$ cat src/pkg/fcm_cfg.svh
`ifndef FCM_CFG_SVH
`define FCM_CFG_SVH
// ----------------------------------------------------------------------
// software register map (word index on the local port)
// ----------------------------------------------------------------------
`define FCM_REG_CTRL 3'h0
`define FCM_REG_ADDR 3'h1
`define FCM_REG_CMD 3'h2
`define FCM_REG_STATUS 3'h3
`define FCM_REG_RDATA 3'h4
// ctrl field positions and reset value
`define FCM_CTRL_BYTE 0
`define FCM_CTRL_ACTIVE 1
`define FCM_CTRL_ESUSP 2
`define FCM_CTRL_ABORT 3
`define FCM_CTRL_RST 4'h0
// status field positions
`define FCM_ST_BUSY 0
`define FCM_ST_REFUSED 1
`define FCM_ST_MODE 2
// ----------------------------------------------------------------------
// command sequence words, values configurable
// ----------------------------------------------------------------------
`define FCM_U1_ADDR 22'h000555
`define FCM_U1_DATA 16'h00aa
`define FCM_U2_ADDR 22'h0002aa
`define FCM_U2_DATA 16'h0055
`define FCM_AUTOSEL_DATA 16'h0090
`define FCM_RESET_DATA 16'h00f0
`define FCM_QUERY_ADDR 22'h000055
`define FCM_QUERY_DATA 16'h0098
// ----------------------------------------------------------------------
// timing: ns figures and derived cycle counts at 40 ns
// ----------------------------------------------------------------------
`define FCM_CLK_NS 40
`define FCM_T_WP_NS 35
`define FCM_T_ACC_NS 90
`define FCM_WP_CYC ((`FCM_T_WP_NS + `FCM_CLK_NS - 1) / `FCM_CLK_NS)
`define FCM_ACC_CYC ((`FCM_T_ACC_NS + `FCM_CLK_NS - 1) / `FCM_CLK_NS)
// extra wait covering the three-stage input synchroniser
`define FCM_SYNC_CYC 3
`endif

$ cat src/pkg/fcm_pkg.sv
package fcm_pkg;
	// ------------------------------------------------------------------
	// operations and tracked device modes
	// ------------------------------------------------------------------
	typedef enum logic [1:0] {OP_READ, OP_RESET, OP_AUTOSEL, OP_QUERY} fcm_op_e;
	typedef enum logic [1:0] {MODE_READ, MODE_AUTOSEL, MODE_QUERY} fcm_mode_e;
	// one bus step of a command sequence
	typedef struct packed {
		logic [21:0] addr;
		logic [15:0] data;
		logic is_read;
	} fcm_step_s;
	// flash pins driven by the controller
	typedef struct packed {
		logic [21:0] addr;
		logic [15:0] dq_out;
		logic ce_n;
		logic we_n;
		logic oe_n;
	} fcm_pins_s;
endpackage : fcm_pkg

$ cat src/logic/fcm_host.sv
`timescale 1ns/100ps
`default_nettype none
`include "fcm_cfg.svh"
module fcm_host (
	// clock and reset
	input wire logic ref_clk,
	input wire logic rst,
	// software port
	input wire logic [2:0] sw_addr,
	input wire logic [31:0] sw_wdata,
	input wire logic sw_wr,
	input wire logic sw_rd,
	output logic [31:0] sw_rdata,
	// flash pins
	output fcm_pkg::fcm_pins_s flash,
	output logic dq_oe_n,
	input wire logic [15:0] dq_in
);
	typedef enum logic [2:0] {ST_IDLE, ST_SETUP, ST_STROBE, ST_HOLD, ST_RDWAIT, ST_DONE} fcm_st_e;

	// ------------------------------------------------------------------
	// step decoding for each operation
	// ------------------------------------------------------------------
	function automatic fcm_pkg::fcm_step_s seq_step(input fcm_pkg::fcm_op_e op,
			input logic [1:0] idx, input logic abort, input logic [21:0] addr);
		fcm_pkg::fcm_step_s s;
		s = '{addr: addr, data: `FCM_RESET_DATA, is_read: 1'b0};
		case (op)
			fcm_pkg::OP_READ: s.is_read = 1'b1;
			fcm_pkg::OP_QUERY: s = '{addr: `FCM_QUERY_ADDR, data: `FCM_QUERY_DATA, is_read: 1'b0};
			default: begin
				// unlock pair first for autoselect or abort reset, then the command word
				if (idx == 2'h0 && (op == fcm_pkg::OP_AUTOSEL || abort)) begin
					s = '{addr: `FCM_U1_ADDR, data: `FCM_U1_DATA, is_read: 1'b0};
				end else if (idx == 2'h1) begin
					s = '{addr: `FCM_U2_ADDR, data: `FCM_U2_DATA, is_read: 1'b0};
				end else if (op == fcm_pkg::OP_AUTOSEL) begin
					s = '{addr: `FCM_U1_ADDR, data: `FCM_AUTOSEL_DATA, is_read: 1'b0};
				end
			end
		endcase
		return s;
	endfunction : seq_step

	// ------------------------------------------------------------------
	// state
	// ------------------------------------------------------------------
	fcm_st_e state_r, state_nxt;
	fcm_pkg::fcm_op_e op_r;
	fcm_pkg::fcm_mode_e mode_r;
	fcm_pkg::fcm_pins_s pins_nxt;
	logic [3:0] ctrl_r;
	logic [21:0] addr_r;
	logic [15:0] rdata_r;
	logic refused_r;
	logic [1:0] idx_r, last_r;
	logic [2:0] cnt_r, cnt_nxt;
	logic [15:0] sync1_r, sync2_r, sync3_r;
	logic dq_oe_n_nxt;

	// ------------------------------------------------------------------
	// software decode and start checks
	// ------------------------------------------------------------------
	wire cmd_wr = sw_wr && sw_addr == `FCM_REG_CMD;
	wire ctrl_wr = sw_wr && sw_addr == `FCM_REG_CTRL;
	wire addr_wr = sw_wr && sw_addr == `FCM_REG_ADDR;
	wire fcm_pkg::fcm_op_e cmd_op = fcm_pkg::fcm_op_e'(sw_wdata[1:0]);
	wire busy = state_r != ST_IDLE;
	wire byte_mode = ctrl_r[`FCM_CTRL_BYTE];
	wire op_active = ctrl_r[`FCM_CTRL_ACTIVE];
	wire abort_pend = ctrl_r[`FCM_CTRL_ABORT];
	// autoselect only from array read mode and never while busy inside
	wire autosel_ok = !op_active && mode_r == fcm_pkg::MODE_READ;
	// query from array read or from autoselect
	wire query_ok = !op_active && mode_r != fcm_pkg::MODE_QUERY;
	wire op_ok = cmd_op == fcm_pkg::OP_AUTOSEL ? autosel_ok :
		cmd_op == fcm_pkg::OP_QUERY ? query_ok : 1'b1;
	wire start = cmd_wr && !busy && op_ok;
	// a command written while busy or out of mode is refused, never half sent
	wire refuse = cmd_wr && !start;
	// reset after a buffer abort needs the three-cycle form
	wire [1:0] last_nxt = cmd_op == fcm_pkg::OP_AUTOSEL ? 2'h2 :
		(cmd_op == fcm_pkg::OP_RESET && abort_pend) ? 2'h2 : 2'h0;
	wire fcm_pkg::fcm_step_s step = seq_step(op_r, idx_r, abort_pend, addr_r);
	// word offsets go out doubled in byte mode
	wire [21:0] pin_addr = byte_mode ? {step.addr[20:0], 1'b0} : step.addr;
	wire last_step = idx_r == last_r;
	// synchronised data counts once stages two and three agree
	wire dq_stable = sync2_r == sync3_r;

	// ------------------------------------------------------------------
	// bus cycle sequencer
	// ------------------------------------------------------------------
	always_comb begin
		state_nxt = state_r;
		cnt_nxt = cnt_r;
		pins_nxt = flash;
		dq_oe_n_nxt = dq_oe_n;
		case (state_r)
			ST_IDLE: if (start) begin
				state_nxt = ST_SETUP;
			end
			ST_SETUP: begin
				// address and data go out with the strobe's fall, held past its rise
				pins_nxt.addr = pin_addr;
				pins_nxt.dq_out = step.data;
				pins_nxt.ce_n = 1'b0;
				if (step.is_read) begin
					pins_nxt.oe_n = 1'b0;
					cnt_nxt = 3'(`FCM_ACC_CYC + `FCM_SYNC_CYC);
					state_nxt = ST_RDWAIT;
				end else begin
					dq_oe_n_nxt = 1'b0;
					pins_nxt.we_n = 1'b0;
					cnt_nxt = 3'(`FCM_WP_CYC);
					state_nxt = ST_STROBE;
				end
			end
			ST_STROBE: begin
				cnt_nxt = cnt_r - 3'h1;
				if (cnt_r == 3'h1) begin
					pins_nxt.we_n = 1'b1;
					state_nxt = ST_HOLD;
				end
			end
			ST_HOLD: begin
				// data stays one cycle after the strobe rises
				pins_nxt.ce_n = 1'b1;
				dq_oe_n_nxt = 1'b1;
				state_nxt = last_step ? ST_DONE : ST_SETUP;
			end
			ST_RDWAIT: begin
				if (cnt_r != 3'h0) begin
					cnt_nxt = cnt_r - 3'h1;
				end else if (dq_stable) begin
					pins_nxt.oe_n = 1'b1;
					pins_nxt.ce_n = 1'b1;
					state_nxt = ST_DONE;
				end
			end
			ST_DONE: state_nxt = ST_IDLE;
			default: state_nxt = ST_IDLE;
		endcase
	end

	// state and pin registers
	always_ff @(posedge ref_clk or posedge rst) begin
		if (rst) begin
			state_r <= ST_IDLE;
			cnt_r <= 3'h0;
			flash <= '{addr: 22'h0, dq_out: 16'h0, ce_n: 1'b1, we_n: 1'b1, oe_n: 1'b1};
			dq_oe_n <= 1'b1;
		end else begin
			state_r <= state_nxt;
			cnt_r <= cnt_nxt;
			flash <= pins_nxt;
			dq_oe_n <= dq_oe_n_nxt;
		end
	end

	// step index: advances after each write but the last of a sequence
	always_ff @(posedge ref_clk or posedge rst) begin
		if (rst) begin
			idx_r <= 2'h0;
			last_r <= 2'h0;
			op_r <= fcm_pkg::OP_READ;
		end else if (start) begin
			idx_r <= 2'h0;
			last_r <= last_nxt;
			op_r <= cmd_op;
		end else if (state_r == ST_HOLD && !last_step) begin
			idx_r <= idx_r + 2'h1;
		end
	end

	// tracked mode: reset is the only way out of query; autoselect is left by reset or by query
	always_ff @(posedge ref_clk or posedge rst) begin
		if (rst) begin
			mode_r <= fcm_pkg::MODE_READ;
		end else if (state_r == ST_DONE) begin
			case (op_r)
				fcm_pkg::OP_RESET: mode_r <= fcm_pkg::MODE_READ;
				fcm_pkg::OP_AUTOSEL: mode_r <= fcm_pkg::MODE_AUTOSEL;
				fcm_pkg::OP_QUERY: mode_r <= fcm_pkg::MODE_QUERY;
				default: mode_r <= mode_r;
			endcase
		end
	end

	// three-stage input synchroniser on the data pins
	always_ff @(posedge ref_clk or posedge rst) begin
		if (rst) begin
			sync1_r <= 16'h0;
			sync2_r <= 16'h0;
			sync3_r <= 16'h0;
		end else begin
			sync1_r <= dq_in;
			sync2_r <= sync1_r;
			sync3_r <= sync2_r;
		end
	end

	// software registers; refusal flag set wins over the clear
	always_ff @(posedge ref_clk or posedge rst) begin
		if (rst) begin
			ctrl_r <= `FCM_CTRL_RST;
			addr_r <= 22'h0;
			rdata_r <= 16'h0;
			refused_r <= 1'b0;
		end else begin
			if (ctrl_wr) ctrl_r <= sw_wdata[3:0];
			if (addr_wr) addr_r <= sw_wdata[21:0];
			if (state_r == ST_RDWAIT && cnt_r == 3'h0 && dq_stable) rdata_r <= sync3_r;
			if (refuse) refused_r <= 1'b1;
			else if (cmd_wr) refused_r <= 1'b0;
		end
	end

	// read mux, answered one cycle after the strobe; unmapped reads zero
	wire [31:0] status_word = {28'h0, mode_r, refused_r, busy};
	wire [31:0] rd_mux = sw_addr == `FCM_REG_CTRL ? {28'h0, ctrl_r} :
		sw_addr == `FCM_REG_ADDR ? {10'h0, addr_r} :
		sw_addr == `FCM_REG_STATUS ? status_word :
		sw_addr == `FCM_REG_RDATA ? {16'h0, (byte_mode ? {8'h0, rdata_r[7:0]} : rdata_r)} :
		32'h0;
	always_ff @(posedge ref_clk or posedge rst) begin
		if (rst) sw_rdata <= 32'h0;
		else sw_rdata <= sw_rd ? rd_mux : 32'h0;
	end

	// ------------------------------------------------------------------
	// assertions
	// ------------------------------------------------------------------
	autosel_guard_a: assert property (@(posedge ref_clk) disable iff (rst)
		start && cmd_op == fcm_pkg::OP_AUTOSEL |-> !op_active && mode_r == fcm_pkg::MODE_READ)
		else $error("autoselect started from a busy or wrong mode");
	query_entry_a: assert property (@(posedge ref_clk) disable iff (rst)
		state_r == ST_SETUP && op_r == fcm_pkg::OP_QUERY |=>
		flash.dq_out == `FCM_QUERY_DATA && !flash.we_n)
		else $error("query entry word is wrong");
	abort_reset_a: assert property (@(posedge ref_clk) disable iff (rst)
		start && cmd_op == fcm_pkg::OP_RESET && abort_pend |=> last_r == 2'h2)
		else $error("abort reset is not three cycles");
	strobe_shape_a: assert property (@(posedge ref_clk) disable iff (rst)
		$fell(flash.we_n) |-> !flash.ce_n && flash.oe_n && !dq_oe_n ##1 $stable(flash.dq_out))
		else $error("write strobe without chip select or data");
	unlock_order_a: assert property (@(posedge ref_clk) disable iff (rst)
		state_r == ST_SETUP && op_r == fcm_pkg::OP_AUTOSEL && idx_r == 2'h0 |=>
		flash.dq_out == `FCM_U1_DATA ##[1:8] state_r == ST_SETUP && idx_r == 2'h1)
		else $error("unlock words out of order");
	leave_autosel_a: assert property (@(posedge ref_clk) disable iff (rst)
		$past(mode_r) == fcm_pkg::MODE_AUTOSEL && mode_r != fcm_pkg::MODE_AUTOSEL |->
		op_r == fcm_pkg::OP_RESET || op_r == fcm_pkg::OP_QUERY)
		else $error("autoselect left without reset");
	autosel_c: cover property (@(posedge ref_clk) disable iff (rst)
		$rose(mode_r == fcm_pkg::MODE_AUTOSEL));
	query_c: cover property (@(posedge ref_clk) disable iff (rst)
		$rose(mode_r == fcm_pkg::MODE_QUERY));
	read_c: cover property (@(posedge ref_clk) disable iff (rst)
		state_r == ST_RDWAIT ##1 state_r == ST_DONE);
	refuse_c: cover property (@(posedge ref_clk) disable iff (rst) refuse);
endmodule : fcm_host
`default_nettype wire

$ cat config.mk
export PLATFORM = sky130hd
export DESIGN_NAME = fcm_host
export DESIGN_NICKNAME = d
export VERILOG_FILES = /design/src/pkg/fcm_pkg.sv /design/src/logic/fcm_host.sv
export VERILOG_INCLUDE_DIRS = /design/src /design/src/pkg
export SDC_FILE = /design/constraint.sdc
export NUM_CORES = 1
export LEC_CHECK = 0
export BUFFER_PORTS_ARGS = -buffer_cell sky130_fd_sc_hd__buf_2
export CORE_ASPECT_RATIO = 0.7
export CORE_MARGIN = 4
export CORE_UTILIZATION = 59
export DETAILED_ROUTE_END_ITERATION = 8
export HOLD_SLACK_MARGIN = 0.03
export PLACE_DENSITY = 0.82
export SLEW_MARGIN = 10
export SYNTH_ARGS = -nofsm -noshare
export SYNTH_HDL_FRONTEND = slang
export SYNTH_SLANG_ARGS = --single-unit
$ cat constraint.sdc
create_clock -name ref_clk -period 18.6 [get_ports ref_clk]
set_input_delay 5.58 -clock ref_clk [delete_from_list [all_inputs] [get_ports ref_clk]]
set_output_delay 5.58 -clock ref_clk [all_outputs]
set_load 0.02 [all_outputs]
---- Yosys cells after proc, flatten, opt, wreduce, memory -nomap -nowiden ----
Index checks and enable logic that the tools add are counted.
operators by class
  $add $sub $neg .......................... 2
  equality and inequality tests ........... 27
  multiplexer cells ....................... 40
  reduce and logical (&&, ||, !) cells .... 41
operators with widths
  kind                                                  count
  2-to-1 mux 39 bit                                     3
  2-to-1 mux 22 bit                                     4
  case mux 38 bit (2 select lines)                      1
  2-to-1 mux 16 bit                                     3
  2-to-1 mux 3 bit                                      8
  equality test 16 bit                                  1
  != test 2 bit (second input constant)                 8
  case mux 3 bit (5 select lines)                       1
  nonzero test 3 bit                                    5
  logical AND 1 bit                                     13
  equality test 3 x 2 -> 1 bit (second input constant)  4
  nonzero test 2 bit                                    5
  equality test 3 x 1 -> 1 bit (second input constant)  3
  equality test 3 bit (second input constant)           3
  logical NOT 3 bit                                     3
  2-to-1 mux 1 bit                                      9
  case mux 3 bit (3 select lines)                       1
  equality test 2 bit (second input constant)           4
  2-to-1 mux 2 bit                                      4
  case mux 1 bit (2 select lines)                       4
  AND reduction 4 bit                                   2
  equality test 2 x 1 -> 1 bit (second input constant)  3
  logical NOT 2 bit                                     3
  case mux 2 bit (3 select lines)                       1
  8 further kinds                                       14
word-level totals
  register bits ........................... 169
  input bits .............................. 55
  output and inout port bits .............. 74
  logic and storage cells ................. 130

---- Depth between registers and ports, before layout ----
  word-level depth ........................ 8
  mapped depth ............................ 9
  gate-level depth less buffers ........... 7

---- Least setup slack after synthesis ----
No wires, ideal clock.
  path type ............................... input -> register
  from .................................... input sw_addr[2]
  to ...................................... register addr_r[10]
  library setup time ...................... 0.125 ns
  arrival ................................. 6.731 ns
  required time ........................... 18.475 ns
  slack ................................... 11.744 ns
  stages .................................. 6
  buffers on the path ..................... 2
  path through ............................ buf_2 > inv_1 > nand2_1 > nor3_2 > buf_2 > mux2_2
on the way
  longest elaborated chain between the ends .. 2
ends and longest elaborated chain
  element                                 line             text
  start: declaration                      fcm_host.sv:9    input wire logic [2:0] sw_addr,
  equality test 3 x 1 -> 1 bit (no line)  --
  logical AND 1 bit (no line)             --
  end signal: assignment                  fcm_host.sv:212  if (addr_wr) addr_r <= sw_wdata[21:0];
  end: declaration                        fcm_host.sv:53   logic [21:0] addr_r;
Every way passes these cells.
A chain may end at the register's enable or synchronous reset.

---- Worst setup path in the final report ----
  from .................................... input sw_addr[2]
  to ...................................... register sw_rdata[15]
on the way
  longest elaborated chain between the ends .. 6
  elaborated cells between the ends (all ways) .. 9
  classes of those cells .................. eq/ne: 3; mux: 5; reduce/logical: 1
ends and longest elaborated chain
  element                        line             text
  equality test 3 bit (no line)  --
  2-to-1 mux 16 bit              fcm_host.sv:224  sw_addr == `FCM_REG_RDATA ? {16'h0, (byte_mode ? {8'h0, rdata_r[7:0]} : rdata_r)} :
  2-to-1 mux 16 bit              fcm_host.sv:223  sw_addr == `FCM_REG_STATUS ? status_word :
  2-to-1 mux 22 bit              fcm_host.sv:222  sw_addr == `FCM_REG_ADDR ? {10'h0, addr_r} :
  2-to-1 mux 22 bit *            fcm_host.sv:221  wire [31:0] rd_mux = sw_addr == `FCM_REG_CTRL ? {28'h0, ctrl_r} :
  2-to-1 mux 22 bit *            fcm_host.sv:228  else sw_rdata <= sw_rd ? rd_mux : 32'h0;
  end signal: assignment         fcm_host.sv:228
  end: declaration               fcm_host.sv:13   output logic [31:0] sw_rdata,
Every way passes the cells marked *; elsewhere a longest branch is shown, timed or not.

==> flow_summary_export.csv <==
group,metric,value,unit
floorplan,die_h,96.55,µm
power_and_ir_drop,p_per_area,105.3,nW/µm²
sta,min_period,6.729,ns
clocking,cts_buffer_depth,2,
route,post-route-drc-count,0,
sta,tightestPinTransition,1.122,ns
setup_path,r2r-start,"op_r[0]$_DFFE_PP0P_",
synth,avgSynthCellArea,12.31,µm²
setup_path,cp.depth,6,
sta,finalHoldViolCount,0,
grt,grt_pass1_vias,4151,
clocking,root_buffer,"clkbuf_16",
sta,tns,0,ns
clocking,cts_resized,0,
setup_path,cp_max_fo,14,
setup_path,slowest_stage,"nor2_1",
setup_path,startpoint_type,"primary input",
power_and_ir_drop,clkPwrFrac,0.395,
finish,mostFrequentLayoutCells,"dfrtp_1 (155), buf_2 (100), mux2_2 (39)",
synth,synth_area,6609,µm²
setup_path,arrival,7.07,ns
power_and_ir_drop,p_comb_frac,0.113,
sta,holdWs,0.3458,ns
floorplan,core,10970,µm²
power_and_ir_drop,irDropWorstVdd,0.00007127,V
finish,final_design_area_no_fill,7675,µm²
placement,place_hpwl,9705,µm
synth,yosys.area.top_type,"dfrtp_1",
route,viasPerCell,5.568,
clocking,cts_hold_buf,0,
finish,areaGrowthSynthToFinish,16.13,%
setup_path,cp_top_family,"simple AND/OR/NAND/NOR gates",
synth,ys_warn_count,0,
setup_path,end_kind,"register",
power_and_ir_drop,switching_power,0.0002103,W
floorplan,io_pins,129,
grt,grt_pass1_wl,21460,µm
setup_path,r2r_cells,7,
route,ant_nets,0,
clocking,h-tree-depth,4,
finish,fillers,794,
setup_path,crit_required,18.94,ns
setup_path,path_buf_inv,2,
finish,antenna_cells,0,
grt,track_usage,0.2165,
clocking,clkTransAtPathRegs,0.06,ns
floorplan,die-area,12990,µm²
placement,routabilityCongestion,0.9313,
route,drt_pass1_iterations,5,
power_and_ir_drop,p_leak,3.814,nW
clocking,clk_latency,0.42,ns
finish,final_layout_size_suffix_gt1_frac,0.2950,
floorplan,rows,32,
setup_path,startpoint,"sw_addr[2]",
synth,ys_ff_latch,159,
clocking,cts_buffers,17,
synth,synth_top_cell_area_share,0.5869,
synth,synth_area_leaders,"dfrtp_1 (59%), mux2_2 (6.6%), buf_4 (2.2%), o31ai_1 (2.2%), nand2_1 (2.1%)",
worst_hold_path,hold_path_class,"reg2reg",
placement,io_buffer_count,100,
setup_path,path_common_cell,"nor2_1",
synth,syn_inst,537,
sta,maxSlewHeadroom,0.2482,
clocking,cts_tree,"yes",
synth,yosysSeqAreaShare,0.6028,
sta,period_share,0.3618,
power_and_ir_drop,p_int,0.0005979,W
finish,stdcell_count,797,
grt,overflow,0,
grt,grt_max_degree,96,
sta,clock_skew,0.01185,ns
sta,setup_viol,0,
route,vias,4438,
power_and_ir_drop,sw_frac_of_total,0.2602,
run,cap_violations,0,
floorplan,die_width,134.5,µm
power_and_ir_drop,sequentialPowerShare,0.492,
synth,yosysUniqueCellTypes,52,
setup_path,slowest_delay,0.69,ns
finish,nets,697,
placement,placed_cells,766,
setup_path,path_class,"in2reg",
floorplan,initial_utilization,0.6024,
route,wire_per_inst,17.25,µm
clocking,clock-sinks,159,
sta,clock.fmax,148.6,MHz
sta,rsz0062_at_grt,"false",
clocking,post_cts_buffers,0,
route,wl,13750,µm
placement,place_area,7134,µm²
setup_path,path_cells,"buf_2, inv_1, nand2_1, nor2_1, a22oi_1, nor2_1",
finish,final_common_cell,"dfrtp_1",
sta,slew_violations,0,
route,drtIter0Drc,372,
grt,antenna_found_initial,0,
run_status,status,"finished clean",
setup_path,crit_end,"sw_rdata[15]$_DFF_PP0_",
setup_path,r2r_slack,15.84,ns
setup_path,rr_endpoint,"flash[30]$_DFFE_PP0N_",
how the worst min path moves through the flow:
stage | from | to | slack, ns | cells past startpoint
2_1_floorplan | sync1_r[0]$_DFF_PP0_ | sync2_r[0]$_DFF_PP0_ | 0.33 | 0
3_3_place_gp | sync1_r[8]$_DFF_PP0_ | sync2_r[8]$_DFF_PP0_ | 0.33 | 0
3_5_place_dp | sync1_r[14]$_DFF_PP0_ | sync2_r[14]$_DFF_PP0_ | 0.33 | 0
4_1_cts | sync1_r[8]$_DFF_PP0_ | sync2_r[8]$_DFF_PP0_ | 0.35 | 0
5_1_grt | sync1_r[0]$_DFF_PP0_ | sync2_r[0]$_DFF_PP0_ | 0.35 | 0
6_report | sync1_r[8]$_DFF_PP0_ | sync2_r[8]$_DFF_PP0_ | 0.35 | 0
area by class of cell:
cell class / count / area [µm²] / area share
Timing Repair Buffer: 103 / 523.0 / 0.06814
Clock buffer: 21 / 450.4 / 0.05869
Multi-Input combinational cell: 335 / 2371 / 0.3089
Inverter: 16 / 65.06 / 0.008477
Sequential cell: 159 / 3984 / 0.5191
Tap cell: 153 / 191.4 / 0.02494
Clock inverter: 10 / 90.09 / 0.01174
cells by family after synthesis:
kind of cell    Yosys count  synth area share
flops                   159            0.6028
simple gates            124           0.09788
compound gates          105            0.1041
mux                      60            0.1037
buf+inv                  60           0.04809
xor+xnor                 18           0.02385
fa+ha+maj                10           0.01893
other cells               1         0.0005674
synthesized netlist by cell type (all sizes together):
cell and number:
a221oi 3, ha 10, nor4 2, o21ai 19, buf 34, nand2b 7
a211oi 3, o21a 2, nand2 37, xor2 5, nor3 7, mux2i 13
or3 1, a21oi 25, conb 1, nand4 3, nor3b 2, clkbuf 10
and2 3, nor2b 9, o22ai 1, and3 6, inv 16, nand3b 2
a31o 1, a22oi 13, dfstp 4, dfrtp 155, nand3 9, a21o 9
nor4b 2, o31a 1, nor2 32, xnor2 13, o32ai 1, mux2 47
o31ai 19, a31oi 4, and4bb 1, o211ai 1, and2b 1, a21boi 1
o211a 2
power groups by stage:
stage | clock network, W | registers, W | logic (W)
2_1_floorplan | 0 | 0.000393 | 0.0000706
3_3_place_gp | 0 | 0.000401 | 0.0000846
3_5_place_dp | 0 | 0.000403 | 0.0000899
4_1_cts | 0.000324 | 0.000397 | 0.0000913
5_1_grt | 0.000337 | 0.000400 | 0.000101
6_report | 0.000319 | 0.000398 | 0.0000913
registers in the layout (all words and copies together) (netlist names), 2 cells and up:
| name | flops |
|---|---|
| flash | 32 |
| ctrl_r | 4 |
| op_r | 2 |
| idx_r | 2 |
| sw_rdata | 22 |
| mode_r | 2 |
| state_r | 3 |
| rdata_r | 16 |
| addr_r | 22 |
| sync3_r | 16 |
| cnt_r | 3 |
| sync2_r | 16 |
| sync1_r | 16 |
layer usage:
metal  share of wire  track usage
met3           0.085      0.05124
met5               0            0
met4           0.016      0.08644
met1            0.45       0.3040
met2            0.45       0.3319
metrics by stage:
stage                     setup slack [ns]  power [W]    util
after floorplan                      8.735  0.0004638       -
after global placement               11.47  0.0004851  0.6503
after detailed placement             11.42  0.0004927  0.6503
after CTS                            11.86  0.0008121  0.6996
after global routing                 11.66  0.0008386  0.6996
final                                11.87  0.0008082  0.6996
No activity file was read; power rests on OpenSTA's default activity.
